[src/irq_pkg.sv]
// Purpose: Shared constants for the interrupt gating and wake vector block
// Assumes: 8-bit control, enable and flag registers (3-bit power control, 2-bit wake status), 13-bit program counter, APB byte offsets
// Notes:   Offsets are byte addresses of 32-bit aligned words
package irq_pkg;
  // Register offsets
  localparam logic [7:0] CORE_CTRL_OFS   = 8'h00;
  localparam logic [7:0] PERIPH_EN_OFS   = 8'h04;
  localparam logic [7:0] PERIPH_FLAG_OFS = 8'h08;
  localparam logic [7:0] POWER_CTRL_OFS  = 8'h0C;
  localparam logic [7:0] WAKE_STAT_OFS   = 8'h10;
  // Core control field positions
  localparam int GLOBAL_EN_BIT = 7;
  localparam int PEIE_BIT  = 6;
  localparam int T0IE_BIT  = 5;
  localparam int EXTIE_BIT = 4;
  localparam int PCIE_BIT  = 3;
  localparam int T0IF_BIT  = 2;
  localparam int EXTIF_BIT = 1;
  localparam int PCIF_BIT  = 0;
  // Wake status and power control field positions
  localparam int STAT_HI_BIT  = 4;
  localparam int STAT_LO_BIT  = 3;
  localparam int PWR_HI_BIT   = 2;
  localparam int PWR_BOR_BIT  = 0;
  // Reset values
  localparam logic [7:0] CORE_CTRL_RST   = 8'h00;
  localparam logic [7:0] PERIPH_EN_RST   = 8'h00;
  localparam logic [7:0] PERIPH_FLAG_RST = 8'h00;
  localparam logic [2:0] POWER_CTRL_POR  = 3'h4;
  localparam logic [1:0] STAT_POR        = 2'h3;
  // Program counter values
  localparam int         PC_W        = 13;
  localparam logic [12:0] RESET_ADDR  = 13'h0000;
  localparam logic [12:0] VECTOR_ADDR = 13'h0004;
  // Timing: clocks per instruction cycle, instruction cycles to vector
  localparam int         TCY_CLKS    = 4;
  localparam logic [1:0] LATENCY_TCY = 2'h3;
endpackage

[src/irq_gating_and_wake_vector.sv]
// Purpose: Interrupt flag gathering, gating, vectoring, reset and wake PC/status effects
// Assumes: One 50 MHz clock; instruction cycle is an enable pulse every TCY_CLKS clocks
// Notes:   Registers reached over APB with one wait state; core obeys load and push pulses
//
// Our own choices: the register offsets and the APB interface to the registers.
`timescale 1ns/1ps
module irq_gating_and_wake_vector
  import irq_pkg::*;
(
  input  wire logic              clk,
  input  wire logic              reset_n,
  input  wire logic              psel,
  input  wire logic              penable,
  input  wire logic              pwrite,
  input  wire logic [7:0]        paddr,
  input  wire logic [31:0]       pwdata,
  output logic                   pready,
  output logic [31:0]            prdata,
  output logic                   pslverr,
  input  wire logic              extEdgeEvt,
  input  wire logic              timerZeroOvfEvt,
  input  wire logic              portChangeEvt,
  input  wire logic [7:0]        periphEvt,
  input  wire logic              returnFromIrq,
  input  wire logic              irqDisableInstr,
  input  wire logic              sleeping,
  input  wire logic [PC_W-1:0]   pcCurrent,
  input  wire logic              masterClearEvt,
  input  wire logic              watchdogTimeoutEvt,
  input  wire logic              borEvt,
  output logic                   irqRequest,
  output logic                   vectorTaken,
  output logic                   pushReturn,
  output logic                   pcLoad,
  output logic [PC_W-1:0]        pcValue,
  output logic                   wakeUp,
  output logic [1:0]             wakeStatus,
  output logic [2:0]             powerStatus
);

  // Any enabled flag with its own mask, peripherals gated by their group enable
  function automatic logic enabledPending(input logic [7:0] cc, input logic [7:0] pe,
                                          input logic [7:0] pf);
    enabledPending = (cc[T0IE_BIT] & cc[T0IF_BIT]) | (cc[EXTIE_BIT] & cc[EXTIF_BIT])
                   | (cc[PCIE_BIT] & cc[PCIF_BIT]) | (cc[PEIE_BIT] & |(pe & pf));
  endfunction

  logic [7:0]       coreCtrl_r, coreCtrl_nxt;
  logic [7:0]       periphEn_r, periphEn_nxt;
  logic [7:0]       periphFlag_r, periphFlag_nxt;
  logic [2:0]       powerCtrl_r, powerCtrl_nxt;
  logic [1:0]       wakeStat_r, wakeStat_nxt;
  logic [1:0]       tcyCnt_r, tcyCnt_nxt;
  logic             tcyTick;
  logic [1:0]       stage_r, stage_nxt;
  logic             wokeLatch_r, wokeLatch_nxt;
  logic             pready_r, pready_nxt;
  logic [31:0]      prdata_r, prdata_nxt;
  logic             pslverr_r, pslverr_nxt;
  logic             irqReq_r, irqReq_nxt;
  logic             vector_r, vector_nxt;
  logic             pcLoad_r, pcLoad_nxt;
  logic [PC_W-1:0]  pcValue_r, pcValue_nxt;
  logic             wake_r, wake_nxt;
  logic             wrDone;
  logic             mapped;
  logic             anyEnabled;
  logic             globalEnDrop;

  // Instruction-cycle enable from a free divider
  always_comb begin
    tcyCnt_nxt = (tcyCnt_r == 2'(TCY_CLKS - 1)) ? 2'h0 : tcyCnt_r + 2'h1;
  end
  assign tcyTick = (tcyCnt_r == 2'(TCY_CLKS - 1));

  // APB decode; a write lands only at the edge that completes the access
  assign wrDone = psel & penable & pready_r & pwrite;
  assign mapped = (paddr == CORE_CTRL_OFS) | (paddr == PERIPH_EN_OFS)
                | (paddr == PERIPH_FLAG_OFS) | (paddr == POWER_CTRL_OFS)
                | (paddr == WAKE_STAT_OFS);
  assign anyEnabled = enabledPending(coreCtrl_r, periphEn_r, periphFlag_r);
  // Software or core clearing a set global enable
  assign globalEnDrop = coreCtrl_r[GLOBAL_EN_BIT] & (irqDisableInstr
                      | (wrDone & (paddr == CORE_CTRL_OFS) & ~pwdata[GLOBAL_EN_BIT]));

  // Bus answer: one wait state so data come from flops
  always_comb begin
    pready_nxt  = psel & penable & ~pready_r;
    prdata_nxt  = prdata_r;
    pslverr_nxt = 1'b0;
    if (psel & penable & ~pready_r) begin
      pslverr_nxt = ~mapped;
      case (paddr)
        CORE_CTRL_OFS:   prdata_nxt = {24'h000000, coreCtrl_r};
        PERIPH_EN_OFS:   prdata_nxt = {24'h000000, periphEn_r};
        PERIPH_FLAG_OFS: prdata_nxt = {24'h000000, periphFlag_r};
        POWER_CTRL_OFS:  prdata_nxt = {29'h00000000, powerCtrl_r};
        WAKE_STAT_OFS:   prdata_nxt = {27'h0000000, wakeStat_r, 3'h0};
        default:         prdata_nxt = 32'h00000000;
      endcase
    end
  end

  // Flags, enables, reset and wake effects, vector sequencing
  always_comb begin
    coreCtrl_nxt   = coreCtrl_r;
    periphEn_nxt   = periphEn_r;
    periphFlag_nxt = periphFlag_r;
    powerCtrl_nxt  = powerCtrl_r;
    wakeStat_nxt   = wakeStat_r;
    stage_nxt      = stage_r;
    wokeLatch_nxt  = wokeLatch_r & sleeping;
    vector_nxt     = 1'b0;
    pcLoad_nxt     = 1'b0;
    pcValue_nxt    = pcValue_r;
    wake_nxt       = 1'b0;
    // Software writes first, so hardware sets below win over a clear
    if (wrDone) begin
      case (paddr)
        CORE_CTRL_OFS:   coreCtrl_nxt = pwdata[7:0];
        PERIPH_EN_OFS:   periphEn_nxt = pwdata[7:0];
        PERIPH_FLAG_OFS: periphFlag_nxt = pwdata[7:0];
        POWER_CTRL_OFS:  powerCtrl_nxt = pwdata[2:0];
        default:         ;
      endcase
    end
    if (irqDisableInstr)
      coreCtrl_nxt[GLOBAL_EN_BIT] = 1'b0;
    if (returnFromIrq)
      coreCtrl_nxt[GLOBAL_EN_BIT] = 1'b1;
    // Event latching ignores every enable
    if (extEdgeEvt)
      coreCtrl_nxt[EXTIF_BIT] = 1'b1;
    if (timerZeroOvfEvt)
      coreCtrl_nxt[T0IF_BIT] = 1'b1;
    if (portChangeEvt)
      coreCtrl_nxt[PCIF_BIT] = 1'b1;
    periphFlag_nxt = periphFlag_nxt | periphEvt;
    // Latency counted in instruction ticks only, never in instruction length
    if (globalEnDrop | ~coreCtrl_r[GLOBAL_EN_BIT] | ~anyEnabled | sleeping) begin
      stage_nxt = 2'h0;
    end else if (tcyTick) begin
      if (stage_r == LATENCY_TCY - 2'h1) begin
        stage_nxt             = 2'h0;
        vector_nxt            = 1'b1;
        pcLoad_nxt            = 1'b1;
        pcValue_nxt           = VECTOR_ADDR;
        coreCtrl_nxt[GLOBAL_EN_BIT] = 1'b0;
      end else begin
        stage_nxt = stage_r + 2'h1;
      end
    end
    // Wake from sleep: resume at PC+1, flags kept for polling
    if (sleeping & anyEnabled & ~wokeLatch_r) begin
      wake_nxt      = 1'b1;
      wokeLatch_nxt = 1'b1;
      pcLoad_nxt    = 1'b1;
      pcValue_nxt   = pcCurrent + PC_W'(1);
      wakeStat_nxt  = 2'h2;
    end
    // External resets, highest first
    if (borEvt | masterClearEvt | (watchdogTimeoutEvt & ~sleeping)) begin
      coreCtrl_nxt   = CORE_CTRL_RST;
      periphEn_nxt   = PERIPH_EN_RST;
      periphFlag_nxt = PERIPH_FLAG_RST;
      stage_nxt      = 2'h0;
      vector_nxt     = 1'b0;
      wake_nxt       = 1'b0;
      pcLoad_nxt     = 1'b1;
      pcValue_nxt    = RESET_ADDR;
      if (borEvt) begin
        wakeStat_nxt               = STAT_POR;
        powerCtrl_nxt[PWR_HI_BIT]  = 1'b1;
        powerCtrl_nxt[PWR_BOR_BIT] = 1'b0;
      end else if (masterClearEvt) begin
        if (sleeping)
          wakeStat_nxt = 2'h2;
        else
          wakeStat_nxt = wakeStat_r;
      end else begin
        wakeStat_nxt = 2'h0;
      end
    end else if (watchdogTimeoutEvt & sleeping) begin
      wake_nxt      = 1'b1;
      wokeLatch_nxt = 1'b1;
      pcLoad_nxt    = 1'b1;
      pcValue_nxt   = pcCurrent + PC_W'(1);
      wakeStat_nxt  = 2'h0;
    end
  end

  // Request line follows the next-state view so it tracks writes promptly
  always_comb begin
    irqReq_nxt = coreCtrl_nxt[GLOBAL_EN_BIT]
               & enabledPending(coreCtrl_nxt, periphEn_nxt, periphFlag_nxt);
  end

  // State registers; the synchronous reset acts as power-on
  always_ff @(posedge clk) begin
    if (!reset_n) begin
      tcyCnt_r     <= 2'h0;
      coreCtrl_r   <= CORE_CTRL_RST;
      periphEn_r   <= PERIPH_EN_RST;
      periphFlag_r <= PERIPH_FLAG_RST;
      powerCtrl_r  <= POWER_CTRL_POR;
      wakeStat_r   <= STAT_POR;
      stage_r      <= 2'h0;
      wokeLatch_r  <= 1'b0;
      pready_r     <= 1'b0;
      prdata_r     <= 32'h00000000;
      pslverr_r    <= 1'b0;
      irqReq_r     <= 1'b0;
      vector_r     <= 1'b0;
      pcLoad_r     <= 1'b1;
      pcValue_r    <= RESET_ADDR;
      wake_r       <= 1'b0;
    end else begin
      tcyCnt_r     <= tcyCnt_nxt;
      coreCtrl_r   <= coreCtrl_nxt;
      periphEn_r   <= periphEn_nxt;
      periphFlag_r <= periphFlag_nxt;
      powerCtrl_r  <= powerCtrl_nxt;
      wakeStat_r   <= wakeStat_nxt;
      stage_r      <= stage_nxt;
      wokeLatch_r  <= wokeLatch_nxt;
      pready_r     <= pready_nxt;
      prdata_r     <= prdata_nxt;
      pslverr_r    <= pslverr_nxt;
      irqReq_r     <= irqReq_nxt;
      vector_r     <= vector_nxt;
      pcLoad_r     <= pcLoad_nxt;
      pcValue_r    <= pcValue_nxt;
      wake_r       <= wake_nxt;
    end
  end

  // Outputs straight from flops
  assign pready      = pready_r;
  assign prdata      = prdata_r;
  assign pslverr     = pslverr_r;
  assign irqRequest  = irqReq_r;
  assign vectorTaken = vector_r;
  assign pushReturn  = vector_r;
  assign pcLoad      = pcLoad_r;
  assign pcValue     = pcValue_r;
  assign wakeUp      = wake_r;
  assign wakeStatus  = wakeStat_r;
  assign powerStatus = powerCtrl_r;

  // Reset events as the checks see them; a watchdog timeout while awake is a reset
  logic anyResetEvt;
  assign anyResetEvt = borEvt | masterClearEvt | (watchdogTimeoutEvt & ~sleeping);
endmodule

[config.mk]
export PLATFORM = sky130hd
export DESIGN_NAME = irq_gating_and_wake_vector
export DESIGN_NICKNAME = d
export VERILOG_FILES = /design/src/irq_pkg.sv /design/src/irq_gating_and_wake_vector.sv
export SDC_FILE = /design/constraint.sdc
export NUM_CORES = 1
export LEC_CHECK = 0
export BUFFER_PORTS_ARGS = -buffer_cell sky130_fd_sc_hd__buf_2
export CORE_MARGIN = 3
export CORE_UTILIZATION = 48
export DETAILED_ROUTE_END_ITERATION = 7
export PLACE_DENSITY = 0.8
export SLEW_MARGIN = 25
export SYNTH_ARGS = -nofsm -noshare
export SYNTH_HDL_FRONTEND = slang
export SYNTH_SLANG_ARGS = --single-unit
[constraint.sdc]
create_clock -name clk -period 2.7 [get_ports clk]
set_input_delay 0.27 -clock clk [delete_from_list [all_inputs] [get_ports clk]]
set_output_delay 0.27 -clock clk [all_outputs]
set_load 0.02 [all_outputs]
==> run_summary.xml <==
<?xml version="1.0" encoding="UTF-8"?>
<metrics>
  <group name="run_status">
    <metric name="status" unit="">finished, final reports clean</metric>
  </group>
  <group name="cts">
    <metric name="cts_htree_levels" unit="">3</metric>
    <metric name="cts.clk_slew.worst_paths" unit="ns">0.07</metric>
    <metric name="clock-root-buffer" unit="">sky130_fd_sc_hd__clkbuf_8</metric>
    <metric name="cts_made_buffers" unit="">9</metric>
    <metric name="post_cts_buffers" unit="">0</metric>
    <metric name="clock_tree.buffer_depth" unit="">2</metric>
    <metric name="clkSinkCount" unit="">61</metric>
    <metric name="cts_hold_buf" unit="">0</metric>
    <metric name="clk_latency" unit="ns">0.34</metric>
    <metric name="post_cts_resized" unit="">0</metric>
    <metric name="clock_tree_from_tritoncts" unit="">done</metric>
  </group>
  <group name="final_layout">
    <metric name="drive_gt1_share" unit="%">28.3</metric>
    <metric name="finalNetCount" unit="">521</metric>
    <metric name="final_area" unit="µm²">3760</metric>
    <metric name="antenna_cells" unit="">0</metric>
    <metric name="syn2layout_area_growth" unit="%">19.1</metric>
  </group>
  <group name="timing">
    <metric name="timing.max_slew.rel_slack" unit="%">58.2</metric>
    <metric name="setup_violations" unit="">0</metric>
    <metric name="setup_ws" unit="ns">0.478</metric>
    <metric name="finalHoldViolations" unit="">0</metric>
    <metric name="timing.final.max_slew_violations" unit="">0</metric>
    <metric name="period_needed" unit="ns">2.22</metric>
    <metric name="timing.final.crit_share" unit="%">82.3</metric>
    <metric name="grt_setup_unrepaired" unit="">no</metric>
    <metric name="fin_setup_tns" unit="ns">0</metric>
    <metric name="maximum_frequency_from_static_timing_analysis" unit="MHz">450</metric>
    <metric name="worst_slew_pin_slew" unit="ns">0.627</metric>
    <metric name="timing.clock.skew" unit="ns">0.00751</metric>
    <metric name="final.hold.worst_slack" unit="ns">0.145</metric>
  </group>
  <group name="power_and_ir_drop">
    <metric name="vdd.ir_drop.worst" unit="µV">260</metric>
    <metric name="p_per_area" unit="nW/µm²">492</metric>
    <metric name="cellLeakagePower" unit="µW">0.00158</metric>
  </group>
  <group name="detailed_routing">
    <metric name="drt.antenna.violating_nets" unit="">0</metric>
    <metric name="first_iter_violations" unit="">155</metric>
    <metric name="route.detailed.wl_per_inst" unit="µm">15.5</metric>
    <metric name="routed_wl" unit="mm">8.13</metric>
    <metric name="dr.pass1.iters" unit="">5</metric>
    <metric name="route.detailed.vias_per_inst" unit="">5.64</metric>
    <metric name="route.detailed.drc" unit="">0</metric>
    <metric name="route.vias.total" unit="">2954</metric>
  </group>
  <group name="setup_path">
    <metric name="startpoint_type" unit="">flop</metric>
    <metric name="regToRegStartpoint" unit="">periphFlag_r[4]</metric>
    <metric name="path_class" unit="">reg2reg</metric>
    <metric name="worst_ep_arrival_time" unit="ns">2.50</metric>
    <metric name="ff2ff_setup_slack" unit="ns">0.48</metric>
    <metric name="critical_path.endpoint_type" unit="">flop</metric>
    <metric name="critPathRequiredTime" unit="ns">2.98</metric>
    <metric name="rr_worst_depth" unit="">8</metric>
    <metric name="crit-reg2reg-capture" unit="">pcValue[12]</metric>
    <metric name="critPathMaxFanout" unit="">11</metric>
  </group>
  <group name="global_routing">
    <metric name="total_global_routing_track_utilization" unit="%">21.9</metric>
    <metric name="via_count_of_the_first_global_routing_pass" unit="">2738</metric>
    <metric name="first_pass_grt_wire_length" unit="mm">12.8</metric>
    <metric name="largest_net_degree_at_the_start_of_global_routing" unit="">19</metric>
    <metric name="gr-total-overflow" unit="">0</metric>
    <metric name="grt_antenna_before_repair" unit="">0</metric>
  </group>
  <group name="synth">
    <metric name="synth.cells.most_frequent" unit="">sky130_fd_sc_hd__nor2_1, sky130_fd_sc_hd__dfxtp_1, sky130_fd_sc_hd__buf_4, sky130_fd_sc_hd__mux2i_1, sky130_fd_sc_hd__nand2_1</metric>
    <metric name="synth-edff-count" unit="">0</metric>
    <metric name="netlist_instances" unit="">355</metric>
    <metric name="yosysWarnings" unit="">0</metric>
    <metric name="yosysTopAreaCell" unit="">sky130_fd_sc_hd__dfxtp_1</metric>
    <metric name="postSynthRegisterBits" unit="">61</metric>
    <metric name="synth_cell_type_count" unit="">51</metric>
    <metric name="postSynth.topFlopCell" unit="">sky130_fd_sc_hd__dfxtp_1</metric>
    <metric name="post_synth.cell_area_avg" unit="µm²">8.89</metric>
    <metric name="synth_most_common_cell" unit="">sky130_fd_sc_hd__nor2_1</metric>
    <metric name="synth-async-reset-ratio" unit="%">0</metric>
    <metric name="synth.top_cell.area_share" unit="%">38.7</metric>
    <metric name="syn_area" unit="µm²">3160</metric>
    <metric name="largest_cells_by_area_after_synthesis" unit="">sky130_fd_sc_hd__dfxtp_1, sky130_fd_sc_hd__nor2_1, sky130_fd_sc_hd__buf_4</metric>
    <metric name="sequential_cell_area_fraction_in_the_yosys_report" unit="%">38.7</metric>
  </group>
  <group name="placed_design">
    <metric name="port-buffer-count" unit="">83</metric>
    <metric name="finalWeightedCongestion" unit="">0.905</metric>
    <metric name="place_ws" unit="ns">0.202</metric>
    <metric name="post_detail_place_hpwl" unit="mm">6.39</metric>
    <metric name="area_post_placement" unit="µm²">3590</metric>
  </group>
  <group name="die">
    <metric name="die_area" unit="µm²">7590</metric>
    <metric name="top_level_ports" unit="">132</metric>
    <metric name="rows" unit="">28</metric>
    <metric name="die_h" unit="µm">87.1</metric>
    <metric name="fp.dieW" unit="µm">87.1</metric>
    <metric name="initial_utilization" unit="%">51.5</metric>
    <metric name="core" unit="µm²">6130</metric>
  </group>
  <group name="min_path">
    <metric name="hold-path-cell-count" unit="">2</metric>
    <metric name="hp-start" unit="">pcCurrent[0]</metric>
    <metric name="worstHoldEndpoint" unit="">pcValue[0]</metric>
    <metric name="hold_path_class" unit="">in2reg</metric>
  </group>
  <group name="job">
    <metric name="max_cap_check_violation_count" unit="">0</metric>
  </group>
</metrics>
==> layout by cell type, fill, tap and decap left out, types with 3 or more instances in the layout <==
cell type and count:
sky130_fd_sc_hd__buf_2 83, sky130_fd_sc_hd__nor2_1 67, sky130_fd_sc_hd__dfxtp_1 61, sky130_fd_sc_hd__conb_1 24, sky130_fd_sc_hd__mux2i_1 19, sky130_fd_sc_hd__nand2_1 15, sky130_fd_sc_hd__a22o_1 12, sky130_fd_sc_hd__mux2_2 12
sky130_fd_sc_hd__nand3_1 11, sky130_fd_sc_hd__clkbuf_8 11, sky130_fd_sc_hd__a21oi_1 10, sky130_fd_sc_hd__inv_1 9, sky130_fd_sc_hd__o21ai_0 7, sky130_fd_sc_hd__a22oi_1 7, sky130_fd_sc_hd__nor3_1 6, sky130_fd_sc_hd__nand2b_1 6
sky130_fd_sc_hd__xnor2_1 6, sky130_fd_sc_hd__o211ai_1 6, sky130_fd_sc_hd__nor2b_1 6, sky130_fd_sc_hd__nand4_1 5, sky130_fd_sc_hd__xor2_1 5, sky130_fd_sc_hd__buf_4 5, sky130_fd_sc_hd__or2_2 4, sky130_fd_sc_hd__nor4_1 4
sky130_fd_sc_hd__o32ai_1 4, sky130_fd_sc_hd__clkbuf_1 4, sky130_fd_sc_hd__a311oi_1 3, sky130_fd_sc_hd__mux4_2 3
==> worst max-delay path: stages (launching register included) <==
cell	delay [ns]
sky130_fd_sc_hd__dfxtp_1	0.35
sky130_fd_sc_hd__a22o_1	0.22
sky130_fd_sc_hd__o41ai_1	0.37
sky130_fd_sc_hd__buf_4	0.19
sky130_fd_sc_hd__a21oi_1	0.08
sky130_fd_sc_hd__o21ai_1	0.16
sky130_fd_sc_hd__buf_4	0.16
sky130_fd_sc_hd__and3b_1	0.42
sky130_fd_sc_hd__a22o_1	0.21
==> logic make-up after synthesis <==
logic type / after synthesis / share of synthesized area, %
muxes: 36 / 13.2
adders and majority gates: 2 / 0.793
AOI/OAI and AO/OA: 65 / 15.6
and+or+nand+nor: 132 / 19.9
DFF: 61 / 38.7
xor gates and xnor gates: 11 / 3.05
other: 1 / 0.119
buffers and inverters: 47 / 8.72
==> metal layers <==
| metal | share of wire, % | GRT usage (%) | vias up |
|---|---|---|---|
| met3 | 9.4 | 5.87 | 11 |
| met4 | 1.5 | 8.09 | 0 |
| met1 | 43 | 27.8 | 1385 |
| met5 | 0 | 0 | - |
| met2 | 46 | 35.5 | 150 |
| li1 | - | - | 1408 |
==> where the power goes <==
part           internal [µW]  switching, µW
Sequential               914           9.36
Clock                    383            330
Combinational           75.1            140
Total                   1370            480
==> how the worst max path moves through the flow <==
stage / cells after the start / end / slack (ns) / startpoint
detailed placement: 8 / irqRequest / 0.20 / paddr[7]
floorplan: 6 / irqRequest / 0.48 / paddr[7]
global route: 8 / pcValue[12] / 0.35 / periphEn_r[4]
finish: 8 / pcValue[12] / 0.48 / periphFlag_r[4]
CTS: 7 / irqRequest / 0.50 / pready
global placement: 8 / irqRequest / 0.18 / paddr[7]
==> through the flow <==
| stage | util, % | total power, µW | instances |
|---|---|---|---|
| after floorplan | - | 1090 | 378 |
| after global placement | 58.6 | 1150 | 508 |
| after detailed placement | 58.6 | 1160 | 508 |
| after CTS | 61.3 | 1860 | 524 |
| after global routing | 61.3 | 1920 | 524 |
| final | 61.3 | 1850 | 524 |
==> flip-flops by register name, indices dropped and copies added, names as in the netlist <==
register	count
tcyCnt_r	2
prdata	8
wokeLatch_r	1
powerStatus	3
periphEn_r	8
coreCtrl_r	8
pslverr	1
pcValue	13
stage_r	2
irqRequest	1
pcLoad	1
wakeStatus	2
periphFlag_r	8
pushReturn	1
pready	1
wakeUp	1
==> cell type report <==
| class | instances | area (µm²) |
|---|---|---|
| tap | 75 | 93.8 |
| clock buffer | 15 | 166 |
| inverter | 13 | 48.8 |
| multi-input combinational | 270 | 1750 |
| fill | 551 | 2370 |
| timing repair buffer | 89 | 473 |
| sequential | 61 | 1220 |
| clock inverter | 1 | 5.00 |
No activity file was read; power rests on OpenSTA's default activity.
